$ cat config.mk
export PLATFORM = sky130hd
export DESIGN_NAME = frg_host
export DESIGN_NICKNAME = d
export VERILOG_FILES = /design/src/frg_pkg.sv /design/src/frg_host.sv
export SDC_FILE = /design/constraint.sdc
export NUM_CORES = 1
export LEC_CHECK = 0
export ABC_AREA = 0
export BUFFER_PORTS_ARGS = -buffer_cell sky130_fd_sc_hd__buf_2
export CORE_MARGIN = 1
export CORE_UTILIZATION = 36
export CTS_CLUSTER_DIAMETER = 120
export DETAILED_ROUTE_END_ITERATION = 12
export PLACE_DENSITY_LB_ADDON = 0.25
export RECOVER_POWER = 100
export SYNTH_ARGS = -nofsm -noshare
export SYNTH_HDL_FRONTEND = slang
export SYNTH_SLANG_ARGS = --single-unit
$ cat constraint.sdc
create_clock -name mclk_in -period 3.2 [get_ports mclk_in]
set_input_delay 0.32 -clock mclk_in [delete_from_list [all_inputs] [get_ports mclk_in]]
set_output_delay 0.32 -clock mclk_in [all_outputs]
set_load 0.01 [all_outputs]
$ cat src/frg_pkg.sv
// Package for the flash ready/busy and power-down host controller
package frg_pkg;
  // ----------------------------------------------------------------
  // Host register map (word offsets on the plain command port)
  // ----------------------------------------------------------------
  localparam logic [3:0] FRG_REG_CTRL = 4'h0;
  localparam logic [3:0] FRG_REG_CMD = 4'h1;
  localparam logic [3:0] FRG_REG_STAT = 4'h2;
  localparam logic [3:0] FRG_REG_FSTAT = 4'h3;
  // CTRL fields
  localparam int FRG_CTRL_PD = 0;
  // STAT fields
  localparam int FRG_ST_BUSY = 0;
  localparam int FRG_ST_DONE = 1;
  localparam int FRG_ST_RDRDY = 2;
  localparam int FRG_ST_WRRDY = 3;
  localparam int FRG_ST_ABORT = 4;
  localparam int FRG_ST_CMDPEND = 5;
  localparam int FRG_ST_NEEDRA = 6;
  // Flash status bits
  localparam int FRG_SR_READY = 7;
  localparam int FRG_SR_ERASE = 5;
  localparam int FRG_SR_WRITE = 4;
  localparam int FRG_SR_SUPPLY = 3;
  // Flash command codes
  localparam logic [7:0] FRG_CMD_READ_ARRAY = 8'hff;
  localparam logic [7:0] FRG_CMD_READ_STATUS = 8'h70;
  localparam logic [7:0] FRG_CMD_CLEAR_STATUS = 8'h50;
  // ----------------------------------------------------------------
  // Timing (125 MHz clock)
  // ----------------------------------------------------------------
  localparam int FRG_CLK_PERIOD_PS = 8000;
  localparam int FRG_WAKE_READ_NS = 400;
  localparam int FRG_WAKE_WRITE_NS = 1000;
  localparam int FRG_WAKE_READ_CYC = (FRG_WAKE_READ_NS * 1000 + FRG_CLK_PERIOD_PS - 1)
                                     / FRG_CLK_PERIOD_PS;
  localparam int FRG_WAKE_WRITE_CYC = (FRG_WAKE_WRITE_NS * 1000 + FRG_CLK_PERIOD_PS - 1)
                                      / FRG_CLK_PERIOD_PS;
  localparam int FRG_STROBE_CYC = 4;
  localparam logic [7:0] FRG_CNT_ZERO = 8'h00;
  localparam logic [15:0] FRG_DATA_ZERO = 16'h0000;

  // Sequencer states
  typedef enum logic [2:0] {
    FRG_IDLE = 3'b000,
    FRG_WSTRB = 3'b001,
    FRG_RSTRB = 3'b010,
    FRG_PD = 3'b011,
    FRG_WAKE = 3'b100
  } frg_state_e;

  // Pins toward the flash
  typedef struct packed {
    logic reset_powerdown_n;
    logic chip_select_n;
    logic write_strobe_n;
    logic output_enable_n;
    logic [15:0] data;
    logic data_oe;
  } frg_pins_s;
endpackage : frg_pkg

$ cat src/frg_host.sv
// Host controller driving flash strobes, power-down and ready/busy tracking
`timescale 1ns/1ps
// Operation
// [RL1] Flash pulls ready_busy_out low on accepted alter command, high when done.
// [RL2] Ready_busy_out stays high in suspend and deep power-down.
// [RL3] Ready_busy_out is always driven, usable as an interrupt input.
// [RL4] Supply error sets supply flag plus write or erase flag.
// [RL5] Power-down mid-operation keeps busy low, then aborts into deep power-down.
// [RL6] Host reissues a full command sequence after an aborted operation.
// [RL7] Status register clears on power-off and on reset_powerdown_n low.
// [RL8] Command interface latches host writes only, not supply or select changes.
// [RL9] Command interface enters read-array at power-up and power-down exit.
// [RL10] Host writes read-array before array access after any alter operation.
// [RL11] Command write happens only with write strobe and chip select both low.
// [RL12] Array alteration needs a setup write then a confirm write.
// [RL13] With reset_powerdown_n low the flash ignores all control inputs.
// [RL14] Host waits wake delays after raising reset_powerdown_n before access.
// [RL15] Host restores read-array mode by writing the read-array code.
// [RL16] Error flags stay set until the clear-status command.
// [RL17] Ready_busy_out follows the busy state, matching the status ready bit.
module frg_host
  import frg_pkg::*;
(
  input wire logic mclk_in,
  input wire logic rst_in,
  input wire logic [3:0] addr_in,
  input wire logic [15:0] wdata_in,
  input wire logic wr_in,
  input wire logic rd_in,
  output logic [15:0] rdata_out,
  input wire logic ready_busy_in,
  input wire logic [15:0] data_in,
  output frg_pins_s pins_out
);
  frg_state_e state_q;
  logic [7:0] cnt_q;
  logic [7:0] rd_wait_q;
  logic [7:0] wr_wait_q;
  logic pd_req_q;
  logic rb_q;
  logic done_q;
  logic abort_q;
  logic need_ra_q;
  logic cmd_pend_q;
  logic [15:0] cmd_q;
  logic [15:0] fstat_q;
  logic rd_pend_q;

  // ----------------------------------------------------------------
  // Ready/busy tracking
  // ----------------------------------------------------------------
  // Pin is always driven, so sample it directly as a level [RL3]
  always_ff @(posedge mclk_in or posedge rst_in)
  begin
    if (rst_in)
      rb_q <= 1'b1;
    else
      rb_q <= ready_busy_in; // [RL1] [RL17]
  end

  // Completion is sticky; a new rising edge wins over a status read clear
  always_ff @(posedge mclk_in or posedge rst_in)
  begin
    if (rst_in)
      done_q <= 1'b0;
    else if (!rb_q && ready_busy_in && state_q != FRG_PD)
      done_q <= 1'b1; // [RL1] [RL2]
    else if (rd_in && addr_in == FRG_REG_STAT)
      done_q <= 1'b0;
  end

  // Power-down while busy means the flash aborted its operation [RL5]
  always_ff @(posedge mclk_in or posedge rst_in)
  begin
    if (rst_in)
      abort_q <= 1'b0;
    else if (state_q == FRG_IDLE && pd_req_q && !rb_q)
      abort_q <= 1'b1; // [RL5] [RL6]
    else if (wr_in && addr_in == FRG_REG_CMD)
      abort_q <= 1'b0; // Cleared once software reissues a sequence [RL6]
  end

  // Alter operations leave the flash out of read-array until FFH [RL10]
  always_ff @(posedge mclk_in or posedge rst_in)
  begin
    if (rst_in)
      need_ra_q <= 1'b0;
    else if (state_q == FRG_WAKE)
      need_ra_q <= 1'b0; // [RL9] Power-down exit restores read-array
    else if (state_q == FRG_WSTRB && cnt_q == FRG_CNT_ZERO)
      need_ra_q <= cmd_q[7:0] != FRG_CMD_READ_ARRAY; // [RL10] [RL15]
  end

  // ----------------------------------------------------------------
  // Register port
  // ----------------------------------------------------------------
  always_ff @(posedge mclk_in or posedge rst_in)
  begin
    if (rst_in)
      pd_req_q <= 1'b0;
    else if (wr_in && addr_in == FRG_REG_CTRL)
      pd_req_q <= wdata_in[FRG_CTRL_PD];
  end

  // Command writes queue one word; a second write before issue overwrites
  always_ff @(posedge mclk_in or posedge rst_in)
  begin
    if (rst_in)
    begin
      cmd_q <= FRG_DATA_ZERO;
      cmd_pend_q <= 1'b0;
    end
    else if (wr_in && addr_in == FRG_REG_CMD)
    begin
      cmd_q <= wdata_in;
      cmd_pend_q <= 1'b1;
    end
    else if (state_q == FRG_IDLE && cmd_pend_q && !pd_req_q && wr_wait_q == FRG_CNT_ZERO)
      cmd_pend_q <= 1'b0;
  end

  // Flash status read request
  always_ff @(posedge mclk_in or posedge rst_in)
  begin
    if (rst_in)
      rd_pend_q <= 1'b0;
    else if (rd_in && addr_in == FRG_REG_FSTAT)
      rd_pend_q <= 1'b1;
    else if (state_q == FRG_IDLE && !cmd_pend_q && !pd_req_q && rd_wait_q == FRG_CNT_ZERO)
      rd_pend_q <= 1'b0;
  end

  // Read data one cycle after the strobe; FSTAT shows last captured value
  always_ff @(posedge mclk_in or posedge rst_in)
  begin
    if (rst_in)
      rdata_out <= FRG_DATA_ZERO;
    else if (rd_in)
    begin
      unique case (addr_in)
        FRG_REG_CTRL: rdata_out <= {15'h0000, pd_req_q};
        FRG_REG_CMD: rdata_out <= cmd_q;
        // Flash left out of read-array shows so software knows FFH is due [RL10]
        FRG_REG_STAT: rdata_out <= {9'h000, need_ra_q, cmd_pend_q, abort_q,
                                    wr_wait_q == FRG_CNT_ZERO, rd_wait_q == FRG_CNT_ZERO,
                                    done_q, !rb_q};
        FRG_REG_FSTAT: rdata_out <= fstat_q; // [RL4] [RL16] flags as seen
        default: rdata_out <= FRG_DATA_ZERO;
      endcase
    end
    else
      rdata_out <= FRG_DATA_ZERO;
  end

  // ----------------------------------------------------------------
  // Bus sequencer
  // ----------------------------------------------------------------
  // Wake delays restart on each power-down exit [RL14]
  always_ff @(posedge mclk_in or posedge rst_in)
  begin
    if (rst_in)
    begin
      rd_wait_q <= 8'(FRG_WAKE_READ_CYC);
      wr_wait_q <= 8'(FRG_WAKE_WRITE_CYC);
    end
    else if (state_q == FRG_PD)
    begin
      rd_wait_q <= 8'(FRG_WAKE_READ_CYC); // [RL14]
      wr_wait_q <= 8'(FRG_WAKE_WRITE_CYC); // [RL14]
    end
    else
    begin
      if (rd_wait_q != FRG_CNT_ZERO)
        rd_wait_q <= rd_wait_q - 8'h01;
      if (wr_wait_q != FRG_CNT_ZERO)
        wr_wait_q <= wr_wait_q - 8'h01;
    end
  end

  // Strobes are only driven outside power-down, since the flash ignores them
  always_ff @(posedge mclk_in or posedge rst_in)
  begin
    if (rst_in)
    begin
      state_q <= FRG_PD;
      cnt_q <= FRG_CNT_ZERO;
      pins_out <= '{reset_powerdown_n: 1'b0, chip_select_n: 1'b1, write_strobe_n: 1'b1,
                    output_enable_n: 1'b1, data: FRG_DATA_ZERO, data_oe: 1'b0};
      fstat_q <= FRG_DATA_ZERO;
    end
    else
    begin
      unique case (state_q)
        FRG_IDLE:
        begin
          if (pd_req_q)
          begin
            state_q <= FRG_PD;
            pins_out.reset_powerdown_n <= 1'b0; // [RL7] [RL13] clears flash status
            fstat_q <= FRG_DATA_ZERO; // [RL7]
          end
          else if (cmd_pend_q && wr_wait_q == FRG_CNT_ZERO)
          begin
            // Setup and confirm are two separate strobed writes [RL12]
            state_q <= FRG_WSTRB;
            cnt_q <= 8'(FRG_STROBE_CYC - 1);
            pins_out.chip_select_n <= 1'b0; // [RL11]
            pins_out.write_strobe_n <= 1'b0; // [RL11] [RL8]
            pins_out.data <= cmd_q;
            pins_out.data_oe <= 1'b1;
          end
          else if (rd_pend_q && rd_wait_q == FRG_CNT_ZERO)
          begin
            state_q <= FRG_RSTRB;
            cnt_q <= 8'(FRG_STROBE_CYC - 1);
            pins_out.chip_select_n <= 1'b0;
            pins_out.output_enable_n <= 1'b0;
          end
        end
        FRG_WSTRB, FRG_RSTRB:
        begin
          if (cnt_q == FRG_CNT_ZERO)
          begin
            state_q <= FRG_IDLE;
            if (state_q == FRG_RSTRB)
              fstat_q <= data_in;
            pins_out.chip_select_n <= 1'b1;
            pins_out.write_strobe_n <= 1'b1; // Raising ends the write [RL11]
            pins_out.output_enable_n <= 1'b1;
            pins_out.data_oe <= 1'b0;
          end
          else
            cnt_q <= cnt_q - 8'h01;
        end
        FRG_PD:
        begin
          if (!pd_req_q)
          begin
            state_q <= FRG_WAKE;
            pins_out.reset_powerdown_n <= 1'b1; // [RL9] [RL14]
          end
        end
        default:
          state_q <= FRG_IDLE;
      endcase
    end
  end
endmodule : frg_host

==> results.yml, run 1 <==
yosys:
  synth_top_area_share_pct: 46.0
  synth.most_common_cell: "dfrtp_1"
  ys_ff_latch: 103
  ys_seq_area_share_pct: 54.2
  yosysWarnings: 0
  synth_area_leaders: "dfrtp_1, dfstp_2, mux2_2"
  synthArstFlopShare_pct: 100
  syn_inst: 426
  synth.distinct_cells: 64
  synth_area_per_cell_um2: 11.2
  yosys.area.top_type: "dfrtp_1"
  synth_nets: 471
  ys.flop_type: "dfrtp_1"
  synth_edf_count: 0
  synth_common_cells: "dfrtp_1, nand2_1, nor2_1"
  synth_area_um2: 4790
critical_path:
  slowest_delay_ns: 0.66
  path_class: "reg -> reg"
  crit_required_ns: 3.43
  crit_fanout: 19
  crit_path_start_kind: "flop"
  path_cells: "inv_1, ha_1, nor3b_2, nand4_2, mux2_1"
  cp_slowest_cell: "nand4_2"
  critical_path_arrival_ns: 2.65
  crit_path_end_kind: "flop"
cts:
  cts-root-buf: "clkbuf_16"
  clk_pin_slew_ns: 0.07
  cts_resized: 0
  cts_tree: "built"
  cts.sink_count: 103
  cts_buffers: 9
  postCtsSetupBuffers: 0
  ctsLongestPathBuffers: 2
  clk_latency_ns: 0.35
  htreeDepth: 3
  holdBufCountCts: 0
die:
  dieWidth_um: 117
  ioPinCount: 78
  start_util_pct: 37.5
  die-area_um2: 13800
  rows: 41
  coreArea_um2: 12800
  die_h_um: 117
timing:
  finalSetupTns_ns: 0
  setup-violations-final: 0
  final_max_slew_viol_count: 55
  worst_slew_pin_slew_ns: 2.47
  hold_violations: 0
  period_needed_ns: 2.42
  slew_headroom_pct: -65.3
  clock.fmax_mhz: 413
  rsz0062_at_grt: "false"
  period_share_pct: 75.7
  fin_worst_skew_ns: 0.0117
final_layout:
  multi_input_area_um2: 1930
  syn_to_final_growth_pct: 15.3
  fillers: 1227
  ff_latch_area_um2: 2600
  antennaDiodeCount: 0
  nets: 543
  drive_gt1_share_pct: 22.5
run_status:
  violations: "max-capacitance violations, max-slew violations"
  outcome: "finished, violations left"
pwr:
  power_density_nw_per_um2: 828
  irDropWorstVdd_uv: 307
  p_total_mw: 4.57
  p_leak_nw: 2.42
place:
  port_buffers: 77
  place_hpwl_um: 7570
  gp_congestion: 0.809
drt:
  wl_met2_um: 4830
  wl_met1_um: 5220
  firstDrtPassIters: 4
  wl_per_cell_um: 15.8
  ant_nets: 0
  highest_layer: "met4"
  wl_met3_um: 551
  viasPerCell: 5.15
  route.detailed.drc: 0
  drt_iter0_markers: 207
  drt-total-wl_um: 10600
  num_vias: 3477
grt:
  grt_pass1_wl_um: 18000
  grt_overflow: 0
  grt_usage_pct: 16.4
  antenna_found_initial: 0
  first_global_vias: 3416
  grt_max_degree: 56
job:
  max_cap_viol_count: 1
min_path:
  hold_path.class: "in -> reg"
==> state kept, by name, indices dropped and copies added, names as in the netlist, 3 cells and up <==
register,count
cmd_q,16
cnt_q,8
fstat_q,16
pins_out,21
rd_wait_q,8
rdata_out,16
state_q,3
wr_wait_q,8
==> path summary, 6_finish.rpt <==
| check | end | slack, ns | start | depth (start not counted) |
|---|---|---|---|---|
| max | pins_out[1] | 0.78 | wr_wait_q[1] | 5 |
| min | rb_q | 0.08 | ready_busy_in | 1 |
| max reg2reg | pins_out[1] | 0.78 | wr_wait_q[1] | 5 |
| min reg2reg | abort_q | 0.50 | abort_q | 2 |
| max in group asynchronous | done_q | 1.43 | rst_in | 2 |
| min in group asynchronous | rdata_out[11] | 0.65 | rst_in | 2 |
==> critical path: cells and delay by family, from the launching register on <==
family	cells	cell delay, ns
fa+ha+maj	1	0.16
buf+inv	1	0.07
flops	1	0.41
mux	1	0.55
simple gates	2	1.10
==> where the power goes <==
| group | switching, mW | total (mW) | internal [mW] |
|---|---|---|---|
| logic | 0.791 | 1.42 | 0.625 |
| clock network | 0.522 | 1.07 | 0.546 |
| registers | 0.384 | 2.09 | 1.70 |
==> placed cells by master (no fill, tap or decap), types with 12 or more instances in the layout <==
| cell type | n |
|---|---|
| dfrtp_1 | 88 |
| buf_2 | 38 |
| a21oi_1 | 15 |
| mux2_2 | 30 |
| dfstp_2 | 12 |
| nand2_1 | 41 |
| inv_1 | 29 |
| mux2i_1 | 17 |
| a22oi_1 | 14 |
| clkbuf_1 | 40 |
| nor2_1 | 36 |
==> cell families (layout without fill, tap and decap cells) <==
| family | count (synthesis) | count (layout) | synth area share (%) |
|---|---|---|---|
| simple gates | 131 | 131 | 14.6 |
| mux | 54 | 54 | 12.8 |
| flops | 103 | 103 | 54.2 |
| fa+ha+maj | 4 | 4 | 1.05 |
| buf+inv | 50 | 127 | 4.42 |
| compound gates | 77 | 77 | 11.7 |
| xor+xnor | 7 | 7 | 1.28 |
==> layer usage <==
metal	up-vias	GRT usage [%]
li1	1670	-
met1	1712	23.9
met2	91	24.2
met3	4	4.43
met4	0	3.65
met5	-	0
==> stage by stage <==
stage / instances / worst slack, ns / cell area [um^2] / util [%] / hold WS (ns)
after floorplan: 426 / 0.201 / 4790 / - / 0.324
after global placement: 659 / 1.06 / 5340 / 41.8 / 0.439
after detailed placement: 659 / 1.00 / 5340 / 41.8 / 0.443
after CTS: 675 / 0.992 / 5630 / 44.0 / 0.0765
after global routing: 675 / 0.524 / 5520 / 43.2 / 0.0661
final: 675 / 0.777 / 5520 / 43.2 / 0.0768
==> cell type report <==
| type | count | share of cell area [%] |
|---|---|---|
| clock buffer | 9 | 4.08 |
| clock inverter | 7 | 1.16 |
| inverter | 30 | 2.06 |
| multi-input combinational | 273 | 35.0 |
| sequential | 103 | 47.0 |
| tap | 172 | 3.90 |
| timing repair buffer | 81 | 6.80 |
Note: power is estimated with default switching activity, not from simulation.
==> inputs of run 2 (changes only) <==
- ABC_AREA: 0 -> 1
- clock period: 3.2 -> 2.38 ns (I/O delays scaled with it)
==> run 2 against run 1 <==
  * Sequential power grew 26%
  * Largest cell class unchanged
  * Flip-flop and latch count stayed put
  * Clock power increased by 39%
  * Core utilization rose by 0.15 points
  * Via count increased by 10%
  * The flow now finishes without violations
  * First-iteration DRC count is 10% lower
  * Design area up 0.34%
  * Synthesized cell count is 33% higher
  * Synthesized area is 0.39% lower
  * Non-clock buffer count did not move
  * Count of clock-buffer cells in the layout is 1 higher
  * Die area fell by 0.38%
==> results.yml, run 2 <==
cts:
  htreeDepth: 3
  cts_resized: 0
  ctsLongestPathBuffers: 2
  cts.sink_count: 103
  cts_buffers: 9
  clk_pin_slew_ns: 0.07
  cts-root-buf: "clkbuf_16"
  clk_latency_ns: 0.35
  cts_tree: "built"
drt:
  wl_per_cell_um: 13.6
  route.detailed.drc: 0
  firstDrtPassIters: 4
  ant_nets: 0
  viasPerCell: 4.68
  drt-total-wl_um: 11100
  num_vias: 3840
  drt_iter0_markers: 186
critical_path:
  crit_fanout: 25
  crit_path_end_kind: "flop"
  crit_path_start_kind: "flop"
  rrSetupSlack_ns: 0.39
  crit_required_ns: 2.62
  crit_family: "simple AND/OR/NAND/NOR gates"
  cp_slowest_cell: "dfstp_2"
  critPathBufInv: 2
  critPathMostFrequentCell: "nand2_1"
  critical_path_arrival_ns: 2.23
  path_class: "reg -> reg"
  path_cells: "inv_1, nand3_1, nand2_2, nand2_1, inv_1, nor2_8, nand2_4, nand2_1, nand2_1"
  slowest_delay_ns: 0.59
pwr:
  p_int_mw: 3.83
  clock_power_share_pct: 23.9
  comb_power_share_pct: 33.7
  p_sw_share_pct: 38.6
  p_leak_nw: 2.75
  sequentialPowerShare_pct: 42.3
  p_switching_mw: 2.41
  irDropWorstVdd_uv: 408
  power_density_nw_per_um2: 1130
yosys:
  muxShareOfSynthArea_pct: 0
  yosys.area_share.simple_pct: 25.3
  yosys.area.top_type: "dfrtp_1"
  synth_top_area_share_pct: 46.2
  ys_ff_latch: 103
  synthArstFlopShare_pct: 100
  yosysWarnings: 0
  ys.flop_type: "dfrtp_1"
  synthXorXnorAreaFrac_pct: 0.735
  synth.distinct_cells: 36
  synth.most_common_cell: "nand2_1"
  synth_area_um2: 4770
  synth_fa_ha_area_share_pct: 1.05
  syn_inst: 567
  synth_area_per_cell_um2: 8.41
  ys_seq_area_share_pct: 54.4
  synth_common_cells: "nand2_1, dfrtp_1, inv_1"
  synth_compound_gate_area_share_pct: 10.9
  synth_nets: 612
  synth_edf_count: 0
  synth_top_family_by_area: "simple AND/OR/NAND/NOR gates"
  synth_area_leaders: "dfrtp_1, nand2_1, dfstp_2"
die:
  die_h_um: 117
  die-area_um2: 13700
  ioPinCount: 78
  dieWidth_um: 117
  start_util_pct: 37.3
  rows: 41
  coreArea_um2: 12800
timing:
  period_share_pct: 83.5
  rsz0062_at_grt: "false"
  slew_headroom_pct: 7.56
  final_max_slew_viol_count: 0
  hold_violations: 0
  fin_worst_skew_ns: 0.0102
  period_needed_ns: 1.99
  worst_slew_pin_slew_ns: 1.39
  setup-violations-final: 0
  clock.fmax_mhz: 503
  finalSetupTns_ns: 0
final_layout:
  largest_register: "pins_out"
  final_core_util_pct: 43.4
  final_common_cell: "nand2_1"
  largest_register_ff_count: 21
  drive_gt1_share_pct: 12.8
  mostFrequentLayoutCells: "nand2_1, dfrtp_1, inv_1"
  nets: 689
  syn_to_final_growth_pct: 16.1
  antennaDiodeCount: 0
grt:
  grt_overflow: 0
  antenna_found_initial: 0
  grt_usage_pct: 17.5
  first_global_vias: 3586
  grt_pass1_wl_um: 18000
  grt_max_degree: 104
place:
  place_hpwl_um: 8220
  port_buffers: 77
  gp_congestion: 0.839
min_path:
  hold_path.class: "in -> reg"
job:
  max_cap_viol_count: 0
run_status:
  outcome: "finished, final reports clean"
-- run 2: cell count changes after synthesis, moves of 14 or more --
cell     delta
nand2_1   +129
inv_1      +35
o21ai_1    +33
mux2_2     -30
o21ai_0    +27
nand3_1    +20
mux2i_1    -17
a22oi_1    -14
-- run 2: worst reg2reg max path, cell delays in order (launching register included) --
cell     delay (ns)
dfstp_2        0.59
inv_1          0.09
nand3_1        0.13
nand2_2        0.31
nand2_1        0.25
inv_1          0.13
nor2_8         0.17
nand2_4        0.10
nand2_1        0.07
nand2_1        0.05
-- run 2: final cells by class --
| cell class | count | area [um^2] |
|---|---|---|
| repair buffers | 81 | 363 |
| inverters | 71 | 270 |
| fillers | 1283 | 7240 |
| well taps | 172 | 215 |
| flip-flops and latches | 103 | 2600 |
| multi-input cells | 378 | 1800 |
| clock buffers | 10 | 229 |
| clock inverters | 6 | 67.6 |
-- run 2: timing repair --
action	in CTS	in global routing
hold buffers	1	0
buffers inserted	0	0
hold endpoints to repair	1	0
-- run 2: power by group through the flow --
stage          Sequential [mW]  Clock, mW  Combinational, mW
3_5_place_dp              2.67          0               2.22
4_1_cts                   2.65       1.53               2.23
2_1_floorplan             2.60          0               1.70
3_3_place_gp              2.66          0               2.16
5_1_grt                   2.70       1.60               2.45
6_report                  2.64       1.49               2.11
-- run 2: path summary, 6_finish.rpt --
path / from / to / cells past startpoint
max reg2reg: state_q[1] / cnt_q[3] / 9
max: state_q[1] / cnt_q[3] / 9
min: wdata_in[11] / cmd_q[11] / 3
max in group asynchronous: rst_in / cnt_q[3] / 3
min in group asynchronous: rst_in / pins_out[8] / 3
min reg2reg: pins_out[18] / pins_out[18] / 2
-- run 2: through the flow --
| step | area, um^2 | power (mW) | setup WS (ns) | cells | hold WS, ns |
|---|---|---|---|---|---|
| 2_1_floorplan | 4770 | 4.30 | 0.784 | 567 | 0.242 |
| 3_3_place_gp | 5320 | 4.82 | 0.523 | 804 | 0.377 |
| 3_5_place_dp | 5320 | 4.89 | 0.448 | 804 | 0.376 |
| 4_1_cts | 5620 | 6.41 | 0.444 | 821 | 0.0625 |
| 5_1_grt | 5540 | 6.75 | 0.215 | 821 | 0.0925 |
| 6_report | 5540 | 6.24 | 0.392 | 821 | 0.0941 |
-- run 2: per-layer routing --
layer	GRT usage [%]	wire (um)	vias to the layer above
met5	0	0	-
met4	7.85	224	0
met3	2.78	490	15
met2	26.0	5010	92
met1	25.1	5410	1776
li1	-	-	1957
-- run 2: kinds of logic (layout without fill, tap and decap cells) --
family / Yosys count / after routing
AO/OA/AOI/OAI: 98 / 98
buffers and inverters: 86 / 168
adder cells (fa/ha/maj): 4 / 4
XOR/XNOR: 4 / 4
AND/OR/NAND/NOR: 272 / 272
flip-flops: 103 / 103
==> inputs of run 3 (changes only) <==
- clock period: 2.38 -> 1.6 ns (I/O delays scaled with it)
==> run 3 against run 2 <==
  * Design area is 12% higher
  * Routed wire length is 9.4% higher
  * Cell count is 5.4% higher
  * Clock skew is 0.0023 ns higher
  * Critical path depth is 2 lower
  * Flip-flop and latch count stayed put
  * Sequential power is 49% higher
  * Count of clock-buffer cells in the layout is 1 higher
  * Non-clock buffer count is 42 higher
  * Die area stayed put
  * Combinational power is 110% higher
  * Via count is 7.5% higher
  * Critical path type unchanged
  * Largest power group is now combinational cells
==> results.yml, run 3 (synthesis results as in run 2) <==
run_status:
  outcome: "finished, final reports clean"
cts:
  clk_latency_ns: 0.35
  cts_tree: "built"
  ctsLongestPathBuffers: 2
  htreeDepth: 3
  clk_pin_slew_ns: 0.07
  cts.sink_count: 103
  cts_buffers: 9
  cts-root-buf: "clkbuf_16"
pwr:
  p_leak_nw: 3.04
  irDropWorstVdd_uv: 625
  p_switching_mw: 4.11
  power_density_nw_per_um2: 1740
  p_int_mw: 6.64
  comb_power_share_pct: 42.1
  p_sw_share_pct: 38.2
  sequentialPowerShare_pct: 36.6
  clock_power_share_pct: 21.2
die:
  dieWidth_um: 117
  ioPinCount: 78
  die-area_um2: 13700
  start_util_pct: 37.3
  rows: 41
  coreArea_um2: 12800
  die_h_um: 117
critical_path:
  critical_path_arrival_ns: 1.79
  critPathLaunch: "state_q[2]"
  crit_path_start_kind: "flop"
  reg2reg_to: "pins_out[6]"
  endpoint: "pins_out[6]"
  path_class: "reg -> reg"
  crit_required_ns: 1.83
  reg2reg_from: "state_q[2]"
  crit_fanout: 8
  crit_path_end_kind: "flop"
  ff2ff_path_depth: 7
  rrSetupSlack_ns: 0.05
timing:
  fin_worst_skew_ns: 0.0125
  slew_headroom_pct: 38.0
  period_needed_ns: 1.55
  hold_violations: 0
  final_max_slew_viol_count: 0
  worst_slew_pin_slew_ns: 0.930
  period_share_pct: 97.0
  setup-violations-final: 0
  post-route-worst-setup-slack_ns: 0.0475
  finalSetupTns_ns: 0
  clock.fmax_mhz: 644
grt:
  antenna_found_initial: 0
  grt_pass1_wl_um: 18200
  grt_overflow: 0
  grt_max_degree: 67
  first_global_vias: 3712
  grt_usage_pct: 17.5
drt:
  viasPerCell: 4.77
  drt_iter0_markers: 267
  route.detailed.drc: 0
  firstDrtPassIters: 5
  ant_nets: 0
  num_vias: 4127
  wl_per_cell_um: 14.1
  drt-total-wl_um: 12200
final_layout:
  largest_register: "pins_out"
  syn_to_final_growth_pct: 29.8
  antennaDiodeCount: 0
  largest_register_ff_count: 21
  drive_gt1_share_pct: 23.2
  final_common_cell: "nand2_1"
  mostFrequentLayoutCells: "nand2_1, dfrtp_1, inv_1"
  nets: 733
job:
  max_cap_viol_count: 0
place:
  gp_congestion: 0.831
  dp_slack_ns: -0.0241
  port_buffers: 77
  place_hpwl_um: 8400
min_path:
  hold_path.class: "in -> reg"
-- run 3: cell types whose count changed in the layout (fill, tap and decap cells not counted), moves of 4 or more --
cell       change
nand3_2        +5
nor2_1         -6
inv_1          -9
nand2_2        +4
buf_4         +31
nand3_4        +4
nand3_1        -8
clkbuf_16      +5
o21ai_1       +31
o21ai_0       -31
inv_2          +7
nor2_2         +4
nand2_1        -6
-- run 3: routing by layer --
metal  track usage (%)  wire length (um)  part of all wire [%]  up-vias
met4              8.78               260                   2.1        0
li1                  -                 -                     -     2054
met1              25.0              5600                    46     1948
met2              25.7              5670                    47      110
met5                 0                 0                     0        -
met3              2.83               651                   5.3       15
-- run 3: worst max-delay path, stage by stage (launching register included) --
cell and delay, ns:
dfrtp_1 0.42, nor2_4 0.19, nand2_2 0.12, inv_4 0.14, nand4_4 0.20, clkbuf_16 0.24, nand2_1 0.05, o21ai_1 0.07
-- run 3: metrics by stage --
step | util, % | power [mW] | std cells | hold slack (ns) | instance area [um^2]
2_1_floorplan | - | 6.40 | 567 | 0.164 | 4770
3_3_place_gp | 43.8 | 7.59 | 834 | 0.264 | 5590
3_5_place_dp | 43.8 | 7.69 | 834 | 0.262 | 5590
4_1_cts | 46.4 | 10.0 | 852 | 0.00450 | 5930
5_1_grt | 48.4 | 11.6 | 865 | 0.0225 | 6190
6_report | 48.4 | 10.7 | 865 | 0.0144 | 6190
-- run 3: repair_timing --
action	in CTS	in global routing
hold buffers	2	0
cloned	0	9
pin swaps	0	14
gates resized for setup	2	39
buffers inserted	0	5
hold endpoints to repair	89	0
endpoints found under the setup margin	28	57
-- run 3: worst min path at each step --
stage	slack [ns]	cells after the start	to	startpoint
floorplan	0.16	0	rb_q	ready_busy_in
finish	0.01	3	cmd_q[11]	wdata_in[11]
detailed placement	0.26	3	pins_out[2]	rst_in
global placement	0.26	3	rdata_out[4]	rst_in
global route	0.02	3	cmd_q[12]	wdata_in[12]
CTS	0.004	3	cmd_q[11]	wdata_in[11]
-- run 3: cell type report --
class	count	area (um^2)
Clock buffer	11	253
Clock inverter	5	62.6
Fill cell	1239	6590
Inverter	71	273
Multi-Input combinational cell	380	1980
Sequential cell	103	2600
Tap cell	172	215
Timing Repair Buffer	123	813
-- run 3: power by group through the flow --
stage | Sequential, mW | Combinational (mW) | Clock [mW]
2_1_floorplan | 3.87 | 2.53 | 0
3_3_place_gp | 3.92 | 3.67 | 0
3_5_place_dp | 3.93 | 3.76 | 0
4_1_cts | 3.90 | 3.79 | 2.34
5_1_grt | 4.02 | 5.10 | 2.44
6_report | 3.94 | 4.53 | 2.28
